--- src/pwk_regs.vh ---
// Register map, field positions, reset values and timing counts of the
// periodic wakeup and reset status block.
// Assumes a 200 MHz core clock and a 1 kHz low-frequency oscillator.
`ifndef PWK_REGS_VH
`define PWK_REGS_VH

// ==========================================================================
// Register offsets
`define PWK_ADDR_W 16
`define PWK_RESET_SOURCE_STATUS 16'h1800
`define PWK_SYSTEM_OPTIONS_ONE 16'h1802
`define PWK_PERIODIC_TIMER_STATUS_CONTROL 16'h1808
`define PWK_ANALOG_CTRL 16'h180c

// ==========================================================================
// Periodic timer status/control fields
`define PWK_TICK_FLAG_BIT 7
`define PWK_TICK_ACK_BIT 6
`define PWK_TICK_CLKSEL_BIT 5
`define PWK_TICK_IRQEN_BIT 4
`define PWK_PERIOD_MSB 2
`define PWK_PERIOD_LSB 0
`define PWK_PTSC_RESET 8'h00

// ==========================================================================
// System options fields (only the temperature restart bits live here)
`define PWK_TEMP_EN_BIT 3
`define PWK_TEMP_POL_BIT 2
`define PWK_SOPT_RESET 8'h00

// ==========================================================================
// Reset source fields and values
`define PWK_SRC_POWER_ON_BIT 7
`define PWK_SRC_LOW_VOLT_BIT 1
`define PWK_SRC_POWER_ON_VALUE 8'h82
`define PWK_SRC_OTHER_MASK 8'h7c

// ==========================================================================
// Timing
`define PWK_CLK_HZ 200000000
`define PWK_SLOW_TICK_MS 1
`define PWK_SLOW_TICK_CYCLES (`PWK_CLK_HZ / 1000 * `PWK_SLOW_TICK_MS)
`define PWK_FAST_DIV 5

`endif

--- src/pwk_prescaler.v ---
// Millisecond prescaler and period counter of the periodic wakeup timer.
// Assumes the slow tick input is already synchronised to clk.
`timescale 1ns/1ps

module pwk_prescaler (
   // Clock and reset
   input wire clk,
   input wire rst_n,
   // Control
   input wire [2:0] tick_period_select,
   input wire tick_advance,
   // Result
   output reg period_done
);

   reg [7:0] count;

   // Period select 001 -> 2 ms ... 111 -> 128 ms
   function [7:0] period_limit;
      input [2:0] sel;
      begin
         period_limit = (8'h01 << sel) - 8'h01;
      end
   endfunction

   always @(posedge clk or negedge rst_n) begin
      if (!rst_n) begin
         count <= 8'h00;
         period_done <= 1'b0;
      end else if (tick_period_select == 3'h0) begin
         // Timer off: counter parked
         count <= 8'h00;
         period_done <= 1'b0;
      end else if (tick_advance) begin
         if (count >= period_limit(tick_period_select)) begin
            count <= 8'h00;
            period_done <= 1'b1;
         end else begin
            count <= count + 8'h01;
            period_done <= 1'b0;
         end
      end else begin
         period_done <= 1'b0;
      end
   end

endmodule

--- src/pwk_periodic_wakeup.v ---
// Periodic wakeup timer with its status/control register, temperature
// restart arming, and the reset source status register.
// Assumes the slow oscillator, power mode and reset cause inputs come from
// other domains or pins; they are synchronised here before use.
// How it works
// - Clock select 0 counts slow oscillator ticks, 1 counts divided core clock in run.
// - Slow oscillator enable output is tied on; software cannot stop it.
// - Tick raises an interrupt request in run or light stop mode, and a wakeup request in light stop mode with run low.
// - Tick sets the flag while in run or light stop mode.
// - Flag ignores zero writes; reset and deepest stop exit clear it.
// - Writing one to acknowledge clears the flag; acknowledge reads as zero.
// - Interrupt enable gates the request; reset clears it.
// - Period select 001..111 gives 2 to 128 ms; 000 is off; reset clears.
// - Deepest stop wake asks for the reset vector, overriding timer vector.
// - Temperature restart armed by enable bit; polarity picks cold or hot wake.
// - Return into normal range wakes; deepest stop exit then resets device.
// - Temperature sensor enable follows the converter enable.
// - Reset source register holds seven read-only cause flags at 0x1800.
// - Debug forced reset leaves every reset source flag clear.
// - Any write to reset source address restarts watchdog, contents unchanged.
// - Power-on or low-voltage reset reads bits 7 and 1 set, rest clear.
// - Other resets set each flag whose source was active, clear the others.
// - Bit 0 of reset source reads as zero always.
//
// The implementer's own choice: strobed register access.
`timescale 1ns/1ps
`include "pwk_regs.vh"

module pwk_periodic_wakeup (
   // Clock and reset
   input wire clk,
   input wire rst_n,
   // Register port
   input wire [15:0] reg_addr,
   input wire [7:0] reg_wdata,
   input wire reg_write,
   input wire reg_read,
   output reg [7:0] reg_rdata,
   // Oscillator and power mode (asynchronous)
   input wire low_freq_osc,
   input wire run_mode,
   input wire light_stop_mode,
   input wire deepest_stop_mode,
   output wire low_freq_osc_enable,
   // Reset cause capture (asynchronous levels, sampled at reset release)
   input wire power_on_cause,
   input wire low_voltage_cause,
   input wire debug_force_reset,
   input wire [4:0] other_reset_causes,
   // Temperature restart
   input wire temp_too_cold,
   input wire temp_too_hot,
   input wire analog_converter_enable,
   output wire temp_sensor_enable,
   output wire temp_restart_armed,
   output reg temp_restart_wakeup,
   // Outputs to the core
   output wire periodic_irq,
   output wire periodic_wakeup,
   output wire use_reset_vector,
   output reg watchdog_restart
);

   // ======================================================================
   // Input synchronisers
   localparam SYNC_W = 14;
   reg [SYNC_W-1:0] sync_a;
   reg [SYNC_W-1:0] sync_b;
   wire [SYNC_W-1:0] raw_in = {temp_too_hot, temp_too_cold, other_reset_causes,
      debug_force_reset, low_voltage_cause, power_on_cause, deepest_stop_mode,
      light_stop_mode, run_mode, low_freq_osc};

   always @(posedge clk or negedge rst_n) begin
      if (!rst_n) begin
         sync_a <= {SYNC_W{1'b0}};
         sync_b <= {SYNC_W{1'b0}};
      end else begin
         sync_a <= raw_in;
         sync_b <= sync_a;
      end
   end

   wire s_osc = sync_b[0];
   wire s_run = sync_b[1];
   wire s_light = sync_b[2];
   wire s_deep = sync_b[3];
   wire s_por = sync_b[4];
   wire s_lvd = sync_b[5];
   wire s_dbg = sync_b[6];
   wire [4:0] s_other = sync_b[11:7];
   wire s_cold = sync_b[12];
   wire s_hot = sync_b[13];

   // ======================================================================
   // Control registers
   reg tick_flag;
   reg tick_clock_select;
   reg tick_irq_enable;
   reg [2:0] tick_period_select;
   reg temp_restart_enable;
   reg temp_restart_polarity;
   reg [7:0] reset_source_status;
   reg [1:0] cap_state;
   reg osc_prev;
   reg deep_prev;
   reg [2:0] fast_div;
   reg out_of_range;
   // Reload value of the fast divider, cut to the divider's width
   localparam [31:0] FAST_LOAD = `PWK_FAST_DIV - 1;

   wire wr_ptsc = reg_write && (reg_addr == `PWK_PERIODIC_TIMER_STATUS_CONTROL);
   wire wr_sopt = reg_write && (reg_addr == `PWK_SYSTEM_OPTIONS_ONE);
   wire wr_src = reg_write && (reg_addr == `PWK_RESET_SOURCE_STATUS);

   // ======================================================================
   // Tick source: slow oscillator edge, or divided core clock in run only
   wire slow_edge = s_osc && !osc_prev;
   wire fast_edge = (fast_div == 3'h0) && s_run;
   wire tick_advance = tick_clock_select ? fast_edge : slow_edge;
   wire period_done;

   always @(posedge clk or negedge rst_n) begin
      if (!rst_n) begin
         osc_prev <= 1'b0;
         fast_div <= 3'h0;
         deep_prev <= 1'b0;
      end else begin
         osc_prev <= s_osc;
         deep_prev <= s_deep;
         // Without a stand-in for the fast oscillator, the core clock
         // divided down keeps the count rate bounded
         if (fast_div == 3'h0)
            fast_div <= FAST_LOAD[2:0];
         else
            fast_div <= fast_div - 3'h1;
      end
   end

   pwk_prescaler u_prescaler (
      .clk(clk),
      .rst_n(rst_n),
      .tick_period_select(tick_period_select),
      .tick_advance(tick_advance),
      .period_done(period_done)
   );

   // Oscillator cannot be switched off from software
   assign low_freq_osc_enable = 1'b1;

   // ======================================================================
   // Flag and control writes
   wire deep_exit = deep_prev && !s_deep;
   wire flag_set = period_done && (s_run || s_light);
   wire flag_ack = wr_ptsc && reg_wdata[`PWK_TICK_ACK_BIT];

   always @(posedge clk or negedge rst_n) begin
      if (!rst_n) begin
         tick_flag <= 1'b0;
         tick_clock_select <= 1'b0;
         tick_irq_enable <= 1'b0;
         tick_period_select <= 3'h0;
         temp_restart_enable <= 1'b0;
         temp_restart_polarity <= 1'b0;
      end else begin
         // A tick in the same cycle as the acknowledge wins
         if (flag_set)
            tick_flag <= 1'b1;
         else if (flag_ack || deep_exit)
            tick_flag <= 1'b0;
         if (wr_ptsc) begin
            tick_clock_select <= reg_wdata[`PWK_TICK_CLKSEL_BIT];
            tick_irq_enable <= reg_wdata[`PWK_TICK_IRQEN_BIT];
            tick_period_select <= reg_wdata[`PWK_PERIOD_MSB:`PWK_PERIOD_LSB];
         end
         if (wr_sopt) begin
            temp_restart_enable <= reg_wdata[`PWK_TEMP_EN_BIT];
            temp_restart_polarity <= reg_wdata[`PWK_TEMP_POL_BIT];
         end
      end
   end

   assign periodic_irq = tick_flag && tick_irq_enable;
   // Wakeup from low-power modes is the same gated request
   assign periodic_wakeup = periodic_irq && !s_run;
   // Deepest stop is left through reset, so the reset vector wins
   assign use_reset_vector = s_deep && (periodic_wakeup || temp_restart_wakeup);

   // ======================================================================
   // Temperature restart
   assign temp_sensor_enable = analog_converter_enable;
   assign temp_restart_armed = temp_restart_enable;

   always @(posedge clk or negedge rst_n) begin
      if (!rst_n) begin
         out_of_range <= 1'b0;
         temp_restart_wakeup <= 1'b0;
      end else begin
         // Polarity 1 watches the hot side, 0 the cold side
         out_of_range <= temp_restart_polarity ? s_hot : s_cold;
         // Pulse when the temperature comes back into range
         temp_restart_wakeup <= temp_restart_enable && out_of_range
            && !(temp_restart_polarity ? s_hot : s_cold);
      end
   end

   // ======================================================================
   // Reset source capture: causes are sampled after release, never under reset
   localparam CAP_WAIT = 2'h0;
   localparam CAP_TAKE = 2'h1;
   localparam CAP_DONE = 2'h2;
   localparam CAP_FILL = 2'h3;

   always @(posedge clk or negedge rst_n) begin
      if (!rst_n) begin
         cap_state <= CAP_WAIT;
         reset_source_status <= 8'h00;
      end else begin
         case (cap_state)
            CAP_WAIT: begin
               // Both synchroniser stages must hold the causes before sampling
               cap_state <= CAP_FILL;
            end
            CAP_FILL: begin
               cap_state <= CAP_TAKE;
            end
            CAP_TAKE: begin
               cap_state <= CAP_DONE;
               if (s_dbg)
                  reset_source_status <= 8'h00;
               else if (s_por || s_lvd)
                  reset_source_status <= `PWK_SRC_POWER_ON_VALUE;
               else
                  reset_source_status <= {1'b0, s_other, 2'b00}
                     & `PWK_SRC_OTHER_MASK;
            end
            CAP_DONE: begin
               cap_state <= CAP_DONE;
            end
            default: begin
               cap_state <= CAP_DONE;
            end
         endcase
      end
   end

   // ======================================================================
   // Read port and watchdog restart
   always @(posedge clk or negedge rst_n) begin
      if (!rst_n) begin
         reg_rdata <= 8'h00;
         watchdog_restart <= 1'b0;
      end else begin
         // Writes to the status address never touch its contents
         watchdog_restart <= wr_src;
         if (reg_read) begin
            case (reg_addr)
               `PWK_RESET_SOURCE_STATUS:
                  reg_rdata <= {reset_source_status[7:1], 1'b0};
               `PWK_PERIODIC_TIMER_STATUS_CONTROL:
                  reg_rdata <= {tick_flag, 1'b0, tick_clock_select, tick_irq_enable,
                     1'b0, tick_period_select};
               `PWK_SYSTEM_OPTIONS_ONE:
                  reg_rdata <= {4'h0, temp_restart_enable, temp_restart_polarity, 2'b00};
               default:
                  reg_rdata <= 8'h00;
            endcase
         end else begin
            reg_rdata <= 8'h00;
         end
      end
   end

endmodule

--- config.mk ---
export PLATFORM = sky130hd
export DESIGN_NAME = pwk_periodic_wakeup
export DESIGN_NICKNAME = d
export VERILOG_FILES = /design/src/pwk_prescaler.v /design/src/pwk_periodic_wakeup.v
export VERILOG_INCLUDE_DIRS = /design/src
export SDC_FILE = /design/constraint.sdc
export NUM_CORES = 1
export LEC_CHECK = 0
export BUFFER_PORTS_ARGS = -buffer_cell sky130_fd_sc_hd__buf_4
export CAP_MARGIN = 20
export CORE_ASPECT_RATIO = 0.5
export CORE_MARGIN = 2
export CORE_UTILIZATION = 55
export CTS_BUF_LIST = sky130_fd_sc_hd__clkbuf_8
export DETAILED_ROUTE_END_ITERATION = 7
export MAX_ROUTING_LAYER = met4
export PLACE_DENSITY = 0.88
export SKIP_CTS_REPAIR_TIMING = 1
export SLEW_MARGIN = 0
export SYNTH_ARGS = -nofsm -noshare
export SYNTH_HDL_FRONTEND = slang
export SYNTH_SLANG_ARGS = --single-unit
--- constraint.sdc ---
create_clock -name clk -period 7.1 [get_ports clk]
set_clock_uncertainty 0.05 [all_clocks]
set_input_delay 0.71 -clock clk [delete_from_list [all_inputs] [get_ports clk]]
set_output_delay 0.71 -clock clk [all_outputs]
set_load 0.1 [all_outputs]
# == Yosys cells after proc, flatten, opt, wreduce, memory -nomap -nowiden ==
# Index checks and enable logic that the tools add are counted.
# totals
register_bits,71
in_bits,43
out_inout_bits,16
elab_cells,73
# op_classes
n_addsub,3
magnitude_cmp,1
n_eq_ne,6
shifts,1
muxes,16
reduce_logical,27
# ops
operator,count
"16-bit by 13-bit == test with 1-bit output, second input constant",3
8-bit two-way mux,6
8-bit one-hot mux with 3 select lines,1
1-bit logical AND,13
"8-bit by 1-bit adder with 8-bit output, second input constant",1
8-bit >= comparator,1
"1-bit by 3-bit left shift with 8-bit output, first input constant",1
"8-bit by 1-bit subtractor with 8-bit output, second input constant",1
1-bit two-way mux,7
3-bit zero test,2
2-bit one-hot mux with 3 select lines,1
"2-bit == test, second input constant",2
1-bit zero test,4
1-bit logical OR,4
2-bit nonzero test,2
3-bit two-way mux,1
"3-bit by 1-bit subtractor with 3-bit output, second input constant",1
"2-bit by 1-bit == test with 1-bit output, second input constant",1
2-bit zero test,1
2-bit OR reduction,1

# == Logic depth before layout (Yosys ltp) ==
# logic_depth
word_depth,6
ltp_mapped,14
ltp_nobuf,12

# == Cells and area by module ==
# Synthesis repeated with hierarchy kept, for this count alone.
# unflattened
cells_unflattened,245
hier_area_um2,2884.0
# by_module_without_submodules
module,instances,cells_each,area_each_um2,seq_area_each_um2
pwk_periodic_wakeup,1,153,2107.0,1501.4
pwk_prescaler,1,92,777.0,225.2

# == Worst setup path after synthesis ==
# OpenSTA, ideal clock, no wires.
# synth_path
kind,reg2out
startpoint,register tick_flag
endpoint,output use_reset_vector
t_arrival_ns,3.418
required_ns,6.340
setup_slack_ns,2.922
path_stages_with_launch,4
path_buffers,0
path_cell_list,dfrtp_1 > and2_1 > nor2b_1 > o21a_1
# synth_between
elab_chain_cells,4
# synth_lines
element,line_no,source
start: declaration,pwk_periodic_wakeup.v:96,reg tick_flag;
start signal: assignment,pwk_periodic_wakeup.v:158,tick_flag <= 1'b0;
start signal: assignment,pwk_periodic_wakeup.v:167,tick_flag <= 1'b1;
start signal: assignment,pwk_periodic_wakeup.v:169,tick_flag <= 1'b0;
1-bit logical AND,pwk_periodic_wakeup.v:182,assign periodic_irq = tick_flag && tick_irq_enable;
named net periodic_irq,pwk_periodic_wakeup.v:58,"output wire periodic_irq,"
1-bit logical AND,pwk_periodic_wakeup.v:184,assign periodic_wakeup = periodic_irq && !s_run;
named net periodic_wakeup,pwk_periodic_wakeup.v:59,"output wire periodic_wakeup,"
1-bit logical OR,pwk_periodic_wakeup.v:186,assign use_reset_vector = s_deep && (periodic_wakeup || temp_restart_wakeup);
1-bit logical AND,pwk_periodic_wakeup.v:186,
end: declaration,pwk_periodic_wakeup.v:60,"output wire use_reset_vector,"
# The timed path passes the listed nets, and every way through them passes these cells.

# == Worst setup path after layout ==
# layout_path
startpoint,register tick_period_select[0]
endpoint,register u_prescaler.count[0]
# layout_between
elab_chain_cells,6
word_cells_on_any_way,8
classes_between,add/sub: 1; order compare: 1; shift: 1; mux: 3; reduce/logical: 2
# layout_lines
element,line_no,source
start: declaration,pwk_periodic_wakeup.v:99,reg [2:0] tick_period_select;
start signal: assignment,pwk_periodic_wakeup.v:173,tick_period_select <= reg_wdata[`PWK_PERIOD_MSB:`PWK_PERIOD_LSB];
1-bit by 3-bit left shift with 8-bit output,pwk_prescaler.v:22,period_limit = (8'h01 << sel) - 8'h01;
8-bit by 1-bit subtractor with 8-bit output,pwk_prescaler.v:22,
8-bit >= comparator,pwk_prescaler.v:35,if (count >= period_limit(tick_period_select)) begin
8-bit two-way mux,pwk_prescaler.v:35,
8-bit two-way mux,pwk_prescaler.v:34,end else if (tick_advance) begin
8-bit two-way mux,pwk_prescaler.v:30,end else if (tick_period_select == 3'h0) begin
end signal: assignment,pwk_prescaler.v:39,count <= count + 8'h01;
end: declaration,pwk_prescaler.v:16,reg [7:0] count;
# Parallel ways exist; a longest one is shown, timed or not. The select of a mux whose other input is x is not followed.
# A chain may end at the register's enable or synchronous reset.

==> flow_summary.json <==
{
  "status": "complete, no violations",
  "top_layer": "met4",
  "critPathLaunchType": "register",
  "vias": 2038,
  "cts_sinks": 69,
  "rows": 18,
  "yosys.area.top_type_share": 0.6177,
  "min-delay-start": "sync_a[12]$_DFF_PN0_",
  "drc": 0,
  "cts_root_buf": "clkbuf_8",
  "wl_um": 6174,
  "ys_seq_area_frac": 0.6177,
  "hpwl_um": 4090,
  "fin_tns_setup_ps": 0,
  "ir_drop_v": 0.0002032,
  "nNetsFinal": 355,
  "die-area_um2": 5703,
  "synth.ff_latch_count": 69,
  "numCtsBuffers": 9,
  "met2_length_um": 3315,
  "cp.required_ps": 7280,
  "antenna_found_initial": 0,
  "diodes": 0,
  "slew_headroom": 0.4419,
  "initial_core_util": 0.5693,
  "areaGrowthSynthToFinish_pct": 23.46,
  "report.final.slew_viol_count": 0,
  "period_share": 0.4894,
  "synth_cell_types": 43,
  "die_width_um": 104.8,
  "rsz0062_at_grt": "false",
  "final_util": 0.7029,
  "synth_commonest_cells": "69 x dfrtp_1, 25 x nand2_1, 16 x inv_1, 16 x o21ai_0, 13 x ha_1",
  "reg2reg_to": "u_prescaler.count[0]$_DFFE_PN0P_",
  "grt_max_degree": 70,
  "rr_startpoint": "tick_period_select[0]$_DFFE_PN0P_",
  "die_height_um": 54.41,
  "clk_latency_ps": 340,
  "tightest_slew_ps": 837.2,
  "hold_slack_ps": 299.4,
  "drt_iter0_drc": 86,
  "holdPathStages": 0,
  "synth_area_leaders": "dfrtp_1 62%, ha_1 5.8%, nand2_1 3.4%",
  "synth_flop_cell": "dfrtp_1",
  "cts_max_level": 3,
  "ff2ff_setup_slack_ps": 3630,
  "synth-edff-count": 0,
  "synth_area_um2": 2795,
  "portBuffers": 54,
  "fp.coreArea_um2": 4910,
  "dr.pass1.iters": 4,
  "num_io_pins": 59,
  "yosysMostFrequentCell": "dfrtp_1",
  "setup_viol": 0,
  "drive_gt1_frac": 0.2434,
  "wl_met1_um": 2453,
  "end_kind": "register",
  "clockBufferDepth": 2,
  "synthCells": 240,
  "cts_tree": "yes",
  "grt_pass1_wl_um": 9584,
  "dr_wl_met3_um": 260,
  "cap_violations": 0,
  "worstSetupPathType": "reg2reg",
  "arrival_ps": 3660,
  "cp_max_fo": 9,
  "power_w": 0.0008065,
  "track_usage": 0.2412,
  "hold_class": "reg2reg",
  "hold_viol_final": 0,
  "yosysWarnings": 0,
  "fill_cells": 353,
  "synth_top_area_cell": "dfrtp_1",
  "pwr_density_cell_nw_per_um2": 233.7,
  "async_reset_ff_frac": 1.000,
  "clk_pin_slew_ps": 80,
  "holdPathEnd": "sync_b[12]$_DFF_PN0_",
  "grt-ovfl-total": 0,
  "gp_congestion": 0.8051,
  "reg2regPathDepth": 12,
  "post_drt_wl_per_cell_um": 16.51,
  "period_needed_ps": 3474,
  "power.leakage_nw": 1.748,
  "fmax_mhz": 287.8,
  "viasPerCell": 5.449,
  "grt_pass1_vias": 1925,
  "antenna_left": 0,
  "synth_area_per_cell_um2": 11.65
}
[stage by stage]
stage | setup WS, ps | instance area, um^2 | std cells
2_1_floorplan | 2922 | 2799 | 241
6_report | 3626 | 3451 | 374
3_3_place_gp | 3859 | 3251 | 358
5_1_grt | 3373 | 3451 | 374
3_5_place_dp | 3741 | 3251 | 358
4_1_cts | 3679 | 3451 | 374
[how the worst max path moves through the flow]
| stage | slack, ps | cells past startpoint | end | from |
|---|---|---|---|---|
| after floorplan | 2920 | 3 | use_reset_vector | tick_flag$_DFFE_PN0P_ |
| after global placement | 3860 | 12 | u_prescaler.count[0]$_DFFE_PN0P_ | tick_period_select[0]$_DFFE_PN0P_ |
| after detailed placement | 3740 | 12 | u_prescaler.count[0]$_DFFE_PN0P_ | tick_period_select[0]$_DFFE_PN0P_ |
| after CTS | 3680 | 12 | u_prescaler.count[0]$_DFFE_PN0P_ | tick_period_select[0]$_DFFE_PN0P_ |
| after global routing | 3370 | 12 | u_prescaler.count[0]$_DFFE_PN0P_ | tick_period_select[0]$_DFFE_PN0P_ |
| final | 3630 | 12 | u_prescaler.count[0]$_DFFE_PN0P_ | tick_period_select[0]$_DFFE_PN0P_ |
[routing by layer]
layer / vias to the layer above / track usage
li1: 941 / -
met1: 1021 / 0.2529
met2: 60 / 0.4545
met3: 16 / 0.06667
met4: 0 / 0.09556
met5: - / -
[cell usage in the layout, fill, tap and decap left out, types with 2 or more instances in the layout]
| master | netlist | layout |
|---|---|---|
| xor2_1 | 2 | 2 |
| nor2_1 | 12 | 12 |
| conb_1 | 1 | 2 |
| nand2_1 | 25 | 25 |
| o21ai_0 | 16 | 16 |
| buf_4 | 3 | 54 |
| nor3_1 | 3 | 3 |
| nand2b_1 | 4 | 4 |
| o211ai_1 | 2 | 2 |
| mux2i_1 | 4 | 4 |
| nor2b_1 | 4 | 4 |
| a21oi_1 | 9 | 9 |
| a31oi_1 | 2 | 2 |
| nand3_1 | 8 | 8 |
| nand4_1 | 3 | 3 |
| nor4_1 | 2 | 2 |
| clkbuf_8 | 0 | 9 |
| a21o_1 | 2 | 2 |
| dfrtp_1 | 69 | 69 |
| mux2_1 | 5 | 5 |
| ha_1 | 13 | 13 |
| or3_1 | 2 | 2 |
| a211oi_1 | 2 | 2 |
| o21a_1 | 2 | 2 |
| inv_1 | 16 | 17 |
| and3_1 | 9 | 9 |
| clkinvlp_4 | 0 | 3 |
[area by class of cell]
class                      count  area [um^2]  share of cell area
sequential                    69         1727              0.5004
clock inverter                 7        76.32             0.02212
clock buffer                   9        123.9             0.03590
tap                           70        87.58             0.02538
timing repair buffer          54        405.4              0.1175
inverter                      16        60.06             0.01740
multi-input combinational    149        970.9              0.2814
[power breakdown]
| part | internal, W | switching (W) | leakage [nW] |
|---|---|---|---|
| registers | 0.000410 | 0.0000132 | 0.858 |
| clock network | 0.000164 | 0.000154 | 0.0948 |
| logic | 0.0000312 | 0.0000340 | 0.796 |
[cells by family after synthesis]
| group | count (synthesis) | share of synthesized area |
|---|---|---|
| other | 1 | 0.001342 |
| flip-flops | 69 | 0.6177 |
| adder cells (fa/ha/maj) | 13 | 0.05819 |
| XOR/XNOR | 2 | 0.006268 |
| AND/OR/NAND/NOR | 81 | 0.1508 |
| buffers and inverters | 23 | 0.03626 |
| multiplexers | 10 | 0.03849 |
| AO/OA/AOI/OAI | 41 | 0.09086 |
[flip-flops by register name, summed over array words and instances (netlist names), 2 cells and up]
name and cells:
reg_rdata 8, sync_a 14, sync_b 14, u_prescaler.count 8, tick_period_select 3, fast_div 3, cap_state 2, reset_source_status 6
[worst max-delay path, cell delays in order (launching register included)]
cell      delay (ps)
dfrtp_1          480
nor3_1           520
inv_1            290
ha_1             370
xor2_1           170
nor2_1            70
a31oi_1          190
ha_1             260
nand2_1           80
nor2_1            60
a211oi_2         310
nand2_1          230
o31ai_1          300
Note: power is estimated with default switching activity, not from simulation.
